[src/verilog/psv_pkg.sv]
// Behaviour
// - Four external interrupt pins raise requests on edges chosen by the edge register.
// - Each pin's detector selects rising only, falling only, or both edges.
// - A pin acts as interrupt only while its port select bit is 1.
// - Edges latch into request flags each cycle; acceptance looks one cycle later.
// - At least twelve cycles pass from request activation to service entry.
// - Writing 0Fh into the stop/sleep control register enters sleep.
// - Stop is entered only by the stop instruction after 5Ah was written.
// - In sleep the oscillator and peripheral clock run while the CPU halts; the watchdog stops.
// - Sleep ends on reset or any enabled interrupt.
// - Reset reinitialises control registers; interrupt wake keeps them except the stop/sleep control register, which clears.
// - Wake with master flag 1 vectors normally; with 0 resumes without vectoring.
// - On wake the interval timer counts 00 to FF; overflow restarts operation.
// - In stop main oscillator, system and peripheral clocks halt; RC watchdog runs.
// - Stop holds RAM, registers, latches and port drive values.
// - While stopped the program counter holds the next instruction address.
// - Stop halts interval timer, keeps prescaler; watchdog and event counters may run.
// - Both modes stop buzzer and converter; serial units use external clock only.
// - Stop ends on reset, event counters, serial units, RC watchdog or external interrupt.
// - Acceptance clears master flag and source flag, then CPU vectors.
package psv_pkg;

  localparam int          NUM_EXT       = 4;
  localparam int          WB_AW         = 10;
  localparam int          WB_DW         = 32;
  localparam int          STOP_SRC_N    = 5;

  // Register indices; byte address is four times the index
  localparam logic [7:0]  IDX_EDGE_SEL  = 8'hee;
  localparam logic [7:0]  IDX_PORT_SEL  = 8'hf0;
  localparam logic [7:0]  IDX_SSC       = 8'hf1;
  localparam logic [7:0]  IDX_IRQ_EN    = 8'hf2;
  localparam logic [7:0]  IDX_IRQ_FLAG  = 8'hf3;
  localparam logic [7:0]  IDX_PRESC     = 8'hf4;
  localparam logic [7:0]  IDX_STATUS    = 8'hf5;

  localparam logic [7:0]  EDGE_SEL_RST  = 8'h00;
  localparam logic [3:0]  PORT_SEL_RST  = 4'h0;
  localparam logic [7:0]  SSC_RST       = 8'h00;
  localparam logic [3:0]  IRQ_EN_RST    = 4'h0;
  localparam logic [2:0]  PRESC_RST     = 3'h7;

  localparam logic [7:0]  SSC_SLEEP     = 8'h0f;
  localparam logic [7:0]  SSC_STOP      = 8'h5a;

  // Two bits per pin in the edge register
  localparam logic [1:0]  EDGE_FALL     = 2'h1;
  localparam logic [1:0]  EDGE_RISE     = 2'h2;
  localparam logic [1:0]  EDGE_BOTH     = 2'h3;

  localparam logic [7:0]  BIT_START     = 8'h00;
  localparam logic [7:0]  BIT_END       = 8'hff;
  localparam logic [3:0]  LAT_CYC       = 4'hc;

  typedef enum logic [1:0] {ST_RUN, ST_SLEEP, ST_STOP, ST_STAB} psv_state_e;

  typedef struct packed {
    logic cpu_halt;
    logic osc_run;
    logic sys_clk_run;
    logic periph_clk_run;
    logic bit_run;
    logic tmr_run;
    logic presc_run;
    logic wdt_run;
    logic buz_adc_run;
    logic serial_ext_only;
  } psv_gate_s;

endpackage : psv_pkg

[src/verilog/psv_ctrl.sv]
// Chosen here: the Wishbone register port.
`timescale 1ns/1ps
module psv_ctrl (
  input  wire logic                            clk_sys,
  input  wire logic                            nrst,
  input  wire logic                            clk_en,
  input  wire logic                            wb_cyc_i,
  input  wire logic                            wb_stb_i,
  input  wire logic                            wb_we_i,
  input  wire logic [psv_pkg::WB_AW-1:0]       wb_adr_i,
  input  wire logic [3:0]                      wb_sel_i,
  input  wire logic [psv_pkg::WB_DW-1:0]       wb_dat_i,
  output      logic [psv_pkg::WB_DW-1:0]       wb_dat_o,
  output      logic                            wb_ack_o,
  input  wire logic [psv_pkg::NUM_EXT-1:0]     ext_irq_pin,
  input  wire logic                            stop_exec,
  input  wire logic                            i_flag,
  input  wire logic                            periph_irq,
  input  wire logic [psv_pkg::STOP_SRC_N-1:0]  stop_wake_src,
  input  wire logic                            rc_watchdog_mode,
  input  wire logic                            evt_count_mode,
  output      psv_pkg::psv_gate_s              gate_reg,
  output      logic                            cpu_resume_reg,
  output      logic [psv_pkg::NUM_EXT-1:0]     int_accept_reg,
  output      logic                            i_flag_clr_reg
);
  import psv_pkg::*;

  // ----------------------------------------------------------------
  // Register bus decode
  // ----------------------------------------------------------------
  logic [7:0]         edge_sel_reg;
  logic [3:0]         port_sel_reg;
  logic [7:0]         ssc_reg;
  logic [3:0]         irq_en_reg;
  logic [3:0]         flag_reg;
  logic [2:0]         presc_sel_reg;
  psv_state_e         state_reg;
  psv_state_e         state_next;

  wire                bus_req   = wb_cyc_i & wb_stb_i & ~wb_ack_o;
  // Writes land on the edge that sees ack, the one edge where the master samples it
  wire                bus_wr    = wb_cyc_i & wb_stb_i & wb_ack_o & wb_we_i & wb_sel_i[0];
  wire  [7:0]         bus_idx   = wb_adr_i[9:2];
  wire  [7:0]         wdat      = wb_dat_i[7:0];
  wire                wr_edge   = bus_wr & (bus_idx == IDX_EDGE_SEL);
  wire                wr_psel   = bus_wr & (bus_idx == IDX_PORT_SEL);
  wire                wr_ssc    = bus_wr & (bus_idx == IDX_SSC);
  wire                wr_en     = bus_wr & (bus_idx == IDX_IRQ_EN);
  wire                wr_flag   = bus_wr & (bus_idx == IDX_IRQ_FLAG);
  wire                wr_presc  = bus_wr & (bus_idx == IDX_PRESC);
  wire  [3:0]         status    = {state_reg == ST_STAB, state_reg == ST_STOP,
                                   state_reg == ST_SLEEP, state_reg == ST_RUN};
  logic [7:0]         rd_byte;

  always_comb begin
    case (bus_idx)
      IDX_EDGE_SEL: rd_byte = edge_sel_reg;
      IDX_PORT_SEL: rd_byte = {4'h0, port_sel_reg};
      IDX_SSC:      rd_byte = ssc_reg;
      IDX_IRQ_EN:   rd_byte = {4'h0, irq_en_reg};
      IDX_IRQ_FLAG: rd_byte = {4'h0, flag_reg};
      IDX_PRESC:    rd_byte = {5'h00, presc_sel_reg};
      IDX_STATUS:   rd_byte = {4'h0, status};
      default:      rd_byte = 8'h00;
    endcase
  end

  // Unmapped indices still ack, reading zero, so the master never hangs
  always_ff @(posedge clk_sys or negedge nrst) begin
    if (!nrst) begin
      wb_ack_o <= 1'b0;
      wb_dat_o <= 32'h0000_0000;
    end else if (clk_en) begin
      wb_ack_o <= bus_req;
      if (bus_req) begin
        wb_dat_o <= {24'h00_0000, rd_byte};
      end
    end
  end

  // ----------------------------------------------------------------
  // Control registers
  // ----------------------------------------------------------------
  wire                leave_mode = (state_reg == ST_STAB) && (state_next == ST_RUN);

  // Reset reloads every control register; a wake keeps all but ssc_reg, which returns to SSC_RST
  always_ff @(posedge clk_sys or negedge nrst) begin
    if (!nrst) begin
      edge_sel_reg  <= EDGE_SEL_RST;
      port_sel_reg  <= PORT_SEL_RST;
      ssc_reg       <= SSC_RST;
      irq_en_reg    <= IRQ_EN_RST;
      presc_sel_reg <= PRESC_RST;
    end else if (clk_en) begin
      if (wr_edge) edge_sel_reg <= wdat;
      if (wr_psel) port_sel_reg <= wdat[3:0];
      if (wr_en) irq_en_reg <= wdat[3:0];
      if (wr_presc) presc_sel_reg <= wdat[2:0];
      // Code is consumed on wake so the mode is not re-entered at once
      if (wr_ssc) begin
        ssc_reg <= wdat;
      end else if (leave_mode) begin
        ssc_reg <= SSC_RST;
      end
    end
  end

  // ----------------------------------------------------------------
  // External pin synchronisers and edge detectors
  // ----------------------------------------------------------------
  logic [3:0]         sync1_reg;
  logic [3:0]         sync2_reg;
  logic [3:0]         prev_reg;
  logic [3:0]         set_vec;

  always_ff @(posedge clk_sys or negedge nrst) begin
    if (!nrst) begin
      sync1_reg <= 4'h0;
      sync2_reg <= 4'h0;
      prev_reg  <= 4'h0;
    end else if (clk_en) begin
      sync1_reg <= ext_irq_pin;
      sync2_reg <= sync1_reg;
      prev_reg  <= sync2_reg;
    end
  end

  // Detection runs on the system clock, so a pin edge during stop is
  // seen only because this model keeps the edge logic clocked
  genvar gi;
  generate
    for (gi = 0; gi < NUM_EXT; gi++) begin : g_edge
      wire [1:0] mode = edge_sel_reg[2*gi+1:2*gi];
      wire       rise = sync2_reg[gi] & ~prev_reg[gi];
      wire       fall = ~sync2_reg[gi] & prev_reg[gi];
      wire       hit  = ((mode == EDGE_RISE) & rise) |
                        ((mode == EDGE_FALL) & fall) |
                        ((mode == EDGE_BOTH) & (rise | fall));
      assign set_vec[gi] = hit & port_sel_reg[gi];
    end
  endgenerate

  // ----------------------------------------------------------------
  // Request flags and acceptance
  // ----------------------------------------------------------------
  logic [3:0]         pend_q_reg;
  logic [3:0]         lat_cnt_reg;
  wire  [3:0]         pend      = flag_reg & irq_en_reg;
  wire                acc_ok    = (state_reg == ST_RUN) & i_flag & (|pend_q_reg);
  wire                acc_fire  = acc_ok & (lat_cnt_reg == LAT_CYC - 4'h1);
  wire  [3:0]         acc_win   = pend_q_reg & (~pend_q_reg + 4'h1);
  wire  [3:0]         clr_vec   = (wr_flag ? wdat[3:0] : 4'h0) | (acc_fire ? acc_win : 4'h0);

  always_ff @(posedge clk_sys or negedge nrst) begin
    if (!nrst) begin
      flag_reg       <= 4'h0;
      pend_q_reg     <= 4'h0;
      lat_cnt_reg    <= 4'h0;
      int_accept_reg <= 4'h0;
      i_flag_clr_reg <= 1'b0;
    end else if (clk_en) begin
      // A new edge beats a clear in the same cycle
      flag_reg       <= (flag_reg & ~clr_vec) | set_vec;
      pend_q_reg     <= pend & ~clr_vec;
      lat_cnt_reg    <= (acc_ok && !acc_fire) ? lat_cnt_reg + 4'h1 : 4'h0;
      int_accept_reg <= acc_fire ? acc_win : 4'h0;
      i_flag_clr_reg <= acc_fire;
    end
  end

  // ----------------------------------------------------------------
  // Mode sequencer and stabilisation count
  // ----------------------------------------------------------------
  logic [7:0]         presc_cnt_reg;
  logic [7:0]         bit_cnt_reg;
  wire  [7:0]         presc_mask = ~(8'hff << presc_sel_reg);
  wire                tick       = (presc_cnt_reg & presc_mask) == presc_mask;
  wire                irq_wake   = (|pend) | periph_irq;
  wire                stop_wake  = (|pend) | (|stop_wake_src);
  wire                bit_ovf    = tick & (bit_cnt_reg == BIT_END);
  psv_gate_s          gate_next;

  always_comb begin
    state_next = state_reg;
    case (state_reg)
      ST_RUN: begin
        if (ssc_reg == SSC_SLEEP) begin
          state_next = ST_SLEEP;
        end else if ((ssc_reg == SSC_STOP) && stop_exec) begin
          state_next = ST_STOP;
        end
      end
      ST_SLEEP: begin
        if (irq_wake) state_next = ST_STAB;
      end
      ST_STOP: begin
        if (stop_wake) state_next = ST_STAB;
      end
      ST_STAB: begin
        if (bit_ovf) state_next = ST_RUN;
      end
      default: state_next = ST_RUN;
    endcase
  end

  always_comb begin
    gate_next                 = '0;
    gate_next.osc_run         = 1'b1;
    gate_next.sys_clk_run     = 1'b1;
    gate_next.periph_clk_run  = 1'b1;
    gate_next.bit_run         = 1'b1;
    gate_next.tmr_run         = 1'b1;
    gate_next.presc_run       = 1'b1;
    gate_next.wdt_run         = 1'b1;
    gate_next.buz_adc_run     = 1'b1;
    case (state_next)
      ST_RUN: begin
        gate_next.cpu_halt    = 1'b0;
      end
      ST_SLEEP: begin
        gate_next.cpu_halt        = 1'b1;
        gate_next.wdt_run         = 1'b0;
        gate_next.buz_adc_run     = 1'b0;
        gate_next.serial_ext_only = 1'b1;
      end
      ST_STOP: begin
        // CPU frozen here keeps the program counter at the next instruction
        gate_next.cpu_halt        = 1'b1;
        gate_next.osc_run         = 1'b0;
        gate_next.sys_clk_run     = 1'b0;
        gate_next.periph_clk_run  = 1'b0;
        gate_next.bit_run         = 1'b0;
        gate_next.presc_run       = 1'b0;
        gate_next.wdt_run         = rc_watchdog_mode;
        gate_next.tmr_run         = evt_count_mode;
        gate_next.buz_adc_run     = 1'b0;
        gate_next.serial_ext_only = 1'b1;
      end
      ST_STAB: begin
        gate_next.cpu_halt        = 1'b1;
        gate_next.buz_adc_run     = 1'b0;
        gate_next.serial_ext_only = 1'b1;
      end
      default: begin
        gate_next.cpu_halt    = 1'b0;
      end
    endcase
  end

  // Prescaler keeps its value through stop; the timer restarts at zero
  always_ff @(posedge clk_sys or negedge nrst) begin
    if (!nrst) begin
      state_reg      <= ST_RUN;
      presc_cnt_reg  <= 8'h00;
      bit_cnt_reg    <= BIT_START;
      gate_reg       <= '0;
      cpu_resume_reg <= 1'b0;
    end else if (clk_en) begin
      state_reg      <= state_next;
      gate_reg       <= gate_next;
      cpu_resume_reg <= leave_mode & ~i_flag;
      if (state_reg != ST_STOP) begin
        presc_cnt_reg <= presc_cnt_reg + 8'h01;
      end
      if ((state_reg != ST_STAB) && (state_next == ST_STAB)) begin
        bit_cnt_reg <= BIT_START;
      end else if ((state_reg != ST_STOP) && tick) begin
        bit_cnt_reg <= bit_cnt_reg + 8'h01;
      end
    end
  end
endmodule : psv_ctrl

[config.mk]
export PLATFORM = sky130hd
export DESIGN_NAME = psv_ctrl
export DESIGN_NICKNAME = d
export VERILOG_FILES = /design/src/verilog/psv_pkg.sv /design/src/verilog/psv_ctrl.sv
export SDC_FILE = /design/constraint.sdc
export NUM_CORES = 1
export LEC_CHECK = 0
export BUFFER_PORTS_ARGS = -buffer_cell sky130_fd_sc_hd__buf_2
export CAP_MARGIN = 20
export CORE_MARGIN = 2
export CORE_UTILIZATION = 40
export DETAILED_ROUTE_END_ITERATION = 10
export MAX_ROUTING_LAYER = met4
export PLACE_DENSITY = 0.61
export SYNTH_ARGS = -nofsm -noshare
export SYNTH_HDL_FRONTEND = slang
export SYNTH_SLANG_ARGS = --single-unit
[constraint.sdc]
create_clock -name clk_sys -period 2.1 [get_ports clk_sys]
set_input_delay 0.105 -clock clk_sys [delete_from_list [all_inputs] [get_ports clk_sys]]
set_output_delay 0.105 -clock clk_sys [all_outputs]
set_load 0.03 [all_outputs]
==> report_table.html <==
<table>
<tr><th>Metric</th><th>Value</th></tr>
<tr><th colspan="2">Status</th></tr>
<tr><td>Result of the run</td><td>finished clean</td></tr>
<tr><th colspan="2">Floorplanning</th></tr>
<tr><td>Die height</td><td>112 µm</td></tr>
<tr><td>Starting utilization of the core area</td><td>approximately two fifths</td></tr>
<tr><td>I/O pins</td><td>115</td></tr>
<tr><td>Core Region</td><td>approximately 11000 µm²</td></tr>
<tr><td>Die Outline Area</td><td>12600 µm²</td></tr>
<tr><td>Std cell rows</td><td>39</td></tr>
<tr><td>Floorplan die width</td><td>112 µm</td></tr>
<tr><th colspan="2">Yosys</th></tr>
<tr><td>Total of flip-flops plus latches after synthesis</td><td>just under 90</td></tr>
<tr><td>Syn Inst Count</td><td>roughly 450</td></tr>
<tr><td>Number of enable flip-flop cells after synthesis</td><td>0</td></tr>
<tr><td>Count of unique library cells instantiated by Yosys</td><td>68</td></tr>
<tr><td>Most common flop cell mapped by yosys</td><td>sky130_fd_sc_hd__dfrtp_1</td></tr>
<tr><td>Average cell area after synthesis</td><td>10.5 µm²</td></tr>
<tr><td>Fraction of registers with async set or reset after synthesis</td><td>100%</td></tr>
<tr><td>Warnings, synthesis</td><td>0</td></tr>
<tr><td>Sequential-to-total area share from yosys stat</td><td>a little under half</td></tr>
<tr><td>Post-Syn Area</td><td>approximately 4700 µm²</td></tr>
<tr><th colspan="2">GRT</th></tr>
<tr><td>Number of global-route vias before repair</td><td>3523</td></tr>
<tr><td>Total gr overflow</td><td>0</td></tr>
<tr><td>Number of antenna violations at the first check in global routing</td><td>0</td></tr>
<tr><td>Pin count of the biggest net entering global routing</td><td>66</td></tr>
<tr><td>Wire length of the first global-routing pass</td><td>about 18000 µm</td></tr>
<tr><td>Total global routing track utilization</td><td>18.3%</td></tr>
<tr><th colspan="2">Place</th></tr>
<tr><td>Routability congestion estimate</td><td>0.866</td></tr>
<tr><td>Place WS</td><td>111 ps</td></tr>
<tr><td>Placed Instance Area</td><td>~5100 µm²</td></tr>
<tr><td>Placed cell count</td><td>644</td></tr>
<tr><td>Dpl hpwl</td><td>~7600 µm</td></tr>
<tr><td>PortBufs</td><td>61</td></tr>
<tr><th colspan="2">Timing</th></tr>
<tr><td>Minimum clock period</td><td>1970 ps</td></tr>
<tr><td>Final hold violation count</td><td>0</td></tr>
<tr><td>RSZ-0062 raised after global routing</td><td>no</td></tr>
<tr><td>Worst slew margin</td><td>~61%</td></tr>
<tr><td>Upper clock frequency limit</td><td>between 500 and 600 MHz</td></tr>
<tr><td>Post-route setup slack</td><td>131 ps</td></tr>
<tr><td>Slew at the pin closest to its max-slew limit</td><td>roughly 580 ps</td></tr>
<tr><td>Final worst-path cycle share</td><td>a little over nine tenths</td></tr>
<tr><td>Clk_skew</td><td>6.70 ps</td></tr>
<tr><td>Max-slew violation count</td><td>0</td></tr>
<tr><td>Worst hold slack</td><td>between 10 and 15 ps</td></tr>
<tr><td>Fin Setup TNS</td><td>0 ps</td></tr>
<tr><td>Final count of negative-setup-slack endpoints</td><td>0</td></tr>
<tr><th colspan="2">Critical path</th></tr>
<tr><td>Library cell contributing the largest single delay on the critical path</td><td>sky130_fd_sc_hd__dfstp_2</td></tr>
<tr><td>Crit. End Element</td><td>flop</td></tr>
<tr><td>Gate family responsible for the most delay along the worst path</td><td>simple AND/OR/NAND/NOR gates</td></tr>
<tr><td>Cells along the critical path</td><td>nor2b_1 &gt; o221ai_1 &gt; and4_4 &gt; o21a_1 &gt; or3b_1 &gt; a31o_1</td></tr>
<tr><td>Crit-path max FO</td><td>5</td></tr>
<tr><td>Type of the setup path with the least slack</td><td>reg2reg</td></tr>
<tr><td>Crit path buffers/inverters</td><td>0</td></tr>
<tr><td>Peak per-stage delay on the critical path</td><td>~570 ps</td></tr>
<tr><td>CP Data Arrival Time</td><td>between 2000 and 2500 ps</td></tr>
<tr><td>Data required time at the worst endpoint</td><td>2330 ps</td></tr>
<tr><td>Critical path launch point type</td><td>flop</td></tr>
<tr><th colspan="2">Final layout</th></tr>
<tr><td>Diodes inserted</td><td>0</td></tr>
<tr><td>Most frequent cells in the layout</td><td>sky130_fd_sc_hd__dfrtp_1 (85), sky130_fd_sc_hd__buf_2 (60), sky130_fd_sc_hd__nand2_1 (33)</td></tr>
<tr><td>Final design utilization</td><td>between 40% and 50%</td></tr>
<tr><td>Number of nets at the end of the flow</td><td>597</td></tr>
<tr><td>Commonest non-fill, non-tap cell in the layout</td><td>sky130_fd_sc_hd__dfrtp_1</td></tr>
<tr><td>Cell Count, Final, Fillers Out</td><td>about 670</td></tr>
<tr><td>Fraction of layout instances using a drive strength above 1</td><td>between 20 and 30%</td></tr>
<tr><td>Growth of design area from synthesis to finish</td><td>17.3%</td></tr>
<tr><td>Cell area after layout</td><td>roughly 5500 µm²</td></tr>
<tr><th colspan="2">Route</th></tr>
<tr><td>Iter 0 DRT Violations</td><td>around 200</td></tr>
<tr><td>Antenna-violating nets left</td><td>0</td></tr>
<tr><td>Routed wirelength normalized by instance count</td><td>between 15 and 20 µm</td></tr>
<tr><td>Number of iterations in the first detailed-routing pass</td><td>4</td></tr>
<tr><td>Via total after detailed routing</td><td>between 3000 and 4000</td></tr>
<tr><td>Total wire length</td><td>between 10000 and 15000 µm</td></tr>
<tr><td>Post-route DRC</td><td>0</td></tr>
<tr><td>Number of vias per cell after detailed routing</td><td>approximately 5.3</td></tr>
<tr><th colspan="2">Clocking</th></tr>
<tr><td>Number of levels in the clock H-tree</td><td>3</td></tr>
<tr><td>Setup bufs post-CTS</td><td>0</td></tr>
<tr><td>Clock tree from TritonCTS</td><td>yes</td></tr>
<tr><td>Clk pin slew, worst setup/hold paths</td><td>around 60 ps</td></tr>
<tr><td>Clock root cell</td><td>sky130_fd_sc_hd__clkbuf_16</td></tr>
<tr><td>Clk sink count</td><td>88</td></tr>
<tr><td>Buffer depth of the longest clock path</td><td>2</td></tr>
<tr><td>CTS buffer count</td><td>9</td></tr>
<tr><td>Clock network latency to the later pin of the worst-skew pair</td><td>between 300 and 400 ps</td></tr>
<tr><th colspan="2">Power and ir drop</th></tr>
<tr><td>Lkg Pwr</td><td>around 2.5 nW</td></tr>
<tr><td>Final Total Pwr</td><td>approximately 4.2 mW</td></tr>
<tr><td>Power density over the cells</td><td>roughly 760 nW/µm²</td></tr>
<tr><td>VDD IR max</td><td>around 0.00042 V</td></tr>
<tr><th colspan="2">Worst hold path</th></tr>
<tr><td>Path class of the lowest-slack min-delay path</td><td>in2reg</td></tr>
<tr><th colspan="2">Flow run</th></tr>
<tr><td># Max-Cap Violations</td><td>0</td></tr>
</table>
[final timing paths]
| check | start | to | slack, ps | cells past startpoint |
|---|---|---|---|---|
| max in group asynchronous | nrst | presc_sel_reg[2]$_DFFE_PN1P_ | 1130 | 3 |
| min in group asynchronous | nrst | int_accept_reg[1]$_DFFE_PN0P_ | 280 | 2 |
| worst max-delay path | presc_sel_reg[0]$_DFFE_PN1P_ | gate_reg[2]$_DFFE_PN0P_ | 130 | 6 |
| worst max register to register | presc_sel_reg[0]$_DFFE_PN1P_ | gate_reg[2]$_DFFE_PN0P_ | 130 | 6 |
| worst min register to register | presc_cnt_reg[6]$_DFFE_PN0P_ | presc_cnt_reg[6]$_DFFE_PN0P_ | 470 | 1 |
| worst min-delay path | evt_count_mode | gate_reg[4]$_DFFE_PN0P_ | 10 | 3 |
[area by class of cell]
| type | instances | area, µm² |
|---|---|---|
| Fill cell | 1078 | 5920 |
| Timing Repair Buffer | 86 | 528 |
| Tap cell | 143 | 179 |
| Sequential cell | 88 | 2210 |
| Multi-Input combinational cell | 309 | 2190 |
| Inverter | 26 | 97.6 |
| Clock inverter | 5 | 56.3 |
| Clock buffer | 11 | 243 |
[power by group]
| group | switching [mW] | total (mW) | leakage (nW) | internal (mW) |
|---|---|---|---|---|
| logic | 0.309 | 0.538 | 1.19 | 0.229 |
| clock network | 0.670 | 1.62 | 0.145 | 0.953 |
| registers | 0.153 | 1.99 | 1.15 | 1.84 |
| total | 1.13 | 4.16 | 2.48 | 3.02 |
[cells by family (layout without fill, tap and decap cells)]
logic type	count (synthesis)	in the layout	share of synthesized area, %
AOI/OAI and AO/OA	94	94	14.7
muxes	33	33	7.79
other	1	24	0.0800
buffers and inverters	71	128	8.33
and+or+nand+nor	135	135	16.9
xor gates and xnor gates	12	12	2.24
DFF	88	88	47.1
adders and majority gates	11	11	2.94
[per-layer routing]
metal	share of wire [%]	vias to the layer above	GRT usage [%]
met3	5.1	20	3.46
met4	2.7	0	7.97
li1	-	1694	-
met5	0	-	-
met2	46	101	27.8
met1	46	1754	24.1
[cells in the mapped netlist (4+ instances only)]
library cell               count  share of area (%)
sky130_fd_sc_hd__dfrtp_1      85                 45
sky130_fd_sc_hd__nand2_1      33                2.6
sky130_fd_sc_hd__buf_4        29                4.6
sky130_fd_sc_hd__o21ai_0      27                2.9
sky130_fd_sc_hd__inv_1        25                2.0
sky130_fd_sc_hd__nor2_1       23                1.8
sky130_fd_sc_hd__a22o_1       22                4.1
sky130_fd_sc_hd__mux2_2       22                5.3
sky130_fd_sc_hd__nand3_1      16                1.7
sky130_fd_sc_hd__ha_1         11                2.9
sky130_fd_sc_hd__nand2b_1     11                1.5
sky130_fd_sc_hd__xnor2_1      10                1.9
sky130_fd_sc_hd__a21oi_1       8               0.85
sky130_fd_sc_hd__clkbuf_1      8               0.64
sky130_fd_sc_hd__nand4_1       8                1.1
sky130_fd_sc_hd__a22oi_1       7                1.1
sky130_fd_sc_hd__buf_2         6               0.64
sky130_fd_sc_hd__mux2_1        6                1.4
sky130_fd_sc_hd__nor2b_1       6               0.80
sky130_fd_sc_hd__mux2i_1       5                1.1
sky130_fd_sc_hd__nor3_1        5               0.53
sky130_fd_sc_hd__o211ai_1      5               0.80
sky130_fd_sc_hd__a32o_1        4               0.85
[tightest hold or removal path, delay by kind of cell]
family	cells	cell delay, ps
buffers and inverters	2	130
AOI/OAI and AO/OA	1	70
[timing repair]
item | CTS | global route
gates resized for setup | 0 | 3
endpoints found under the setup margin | 0 | 2
hold buffers | 8 | 0
endpoints found under the hold margin | 46 | 0
Note: power is estimated with default switching activity, not from simulation.
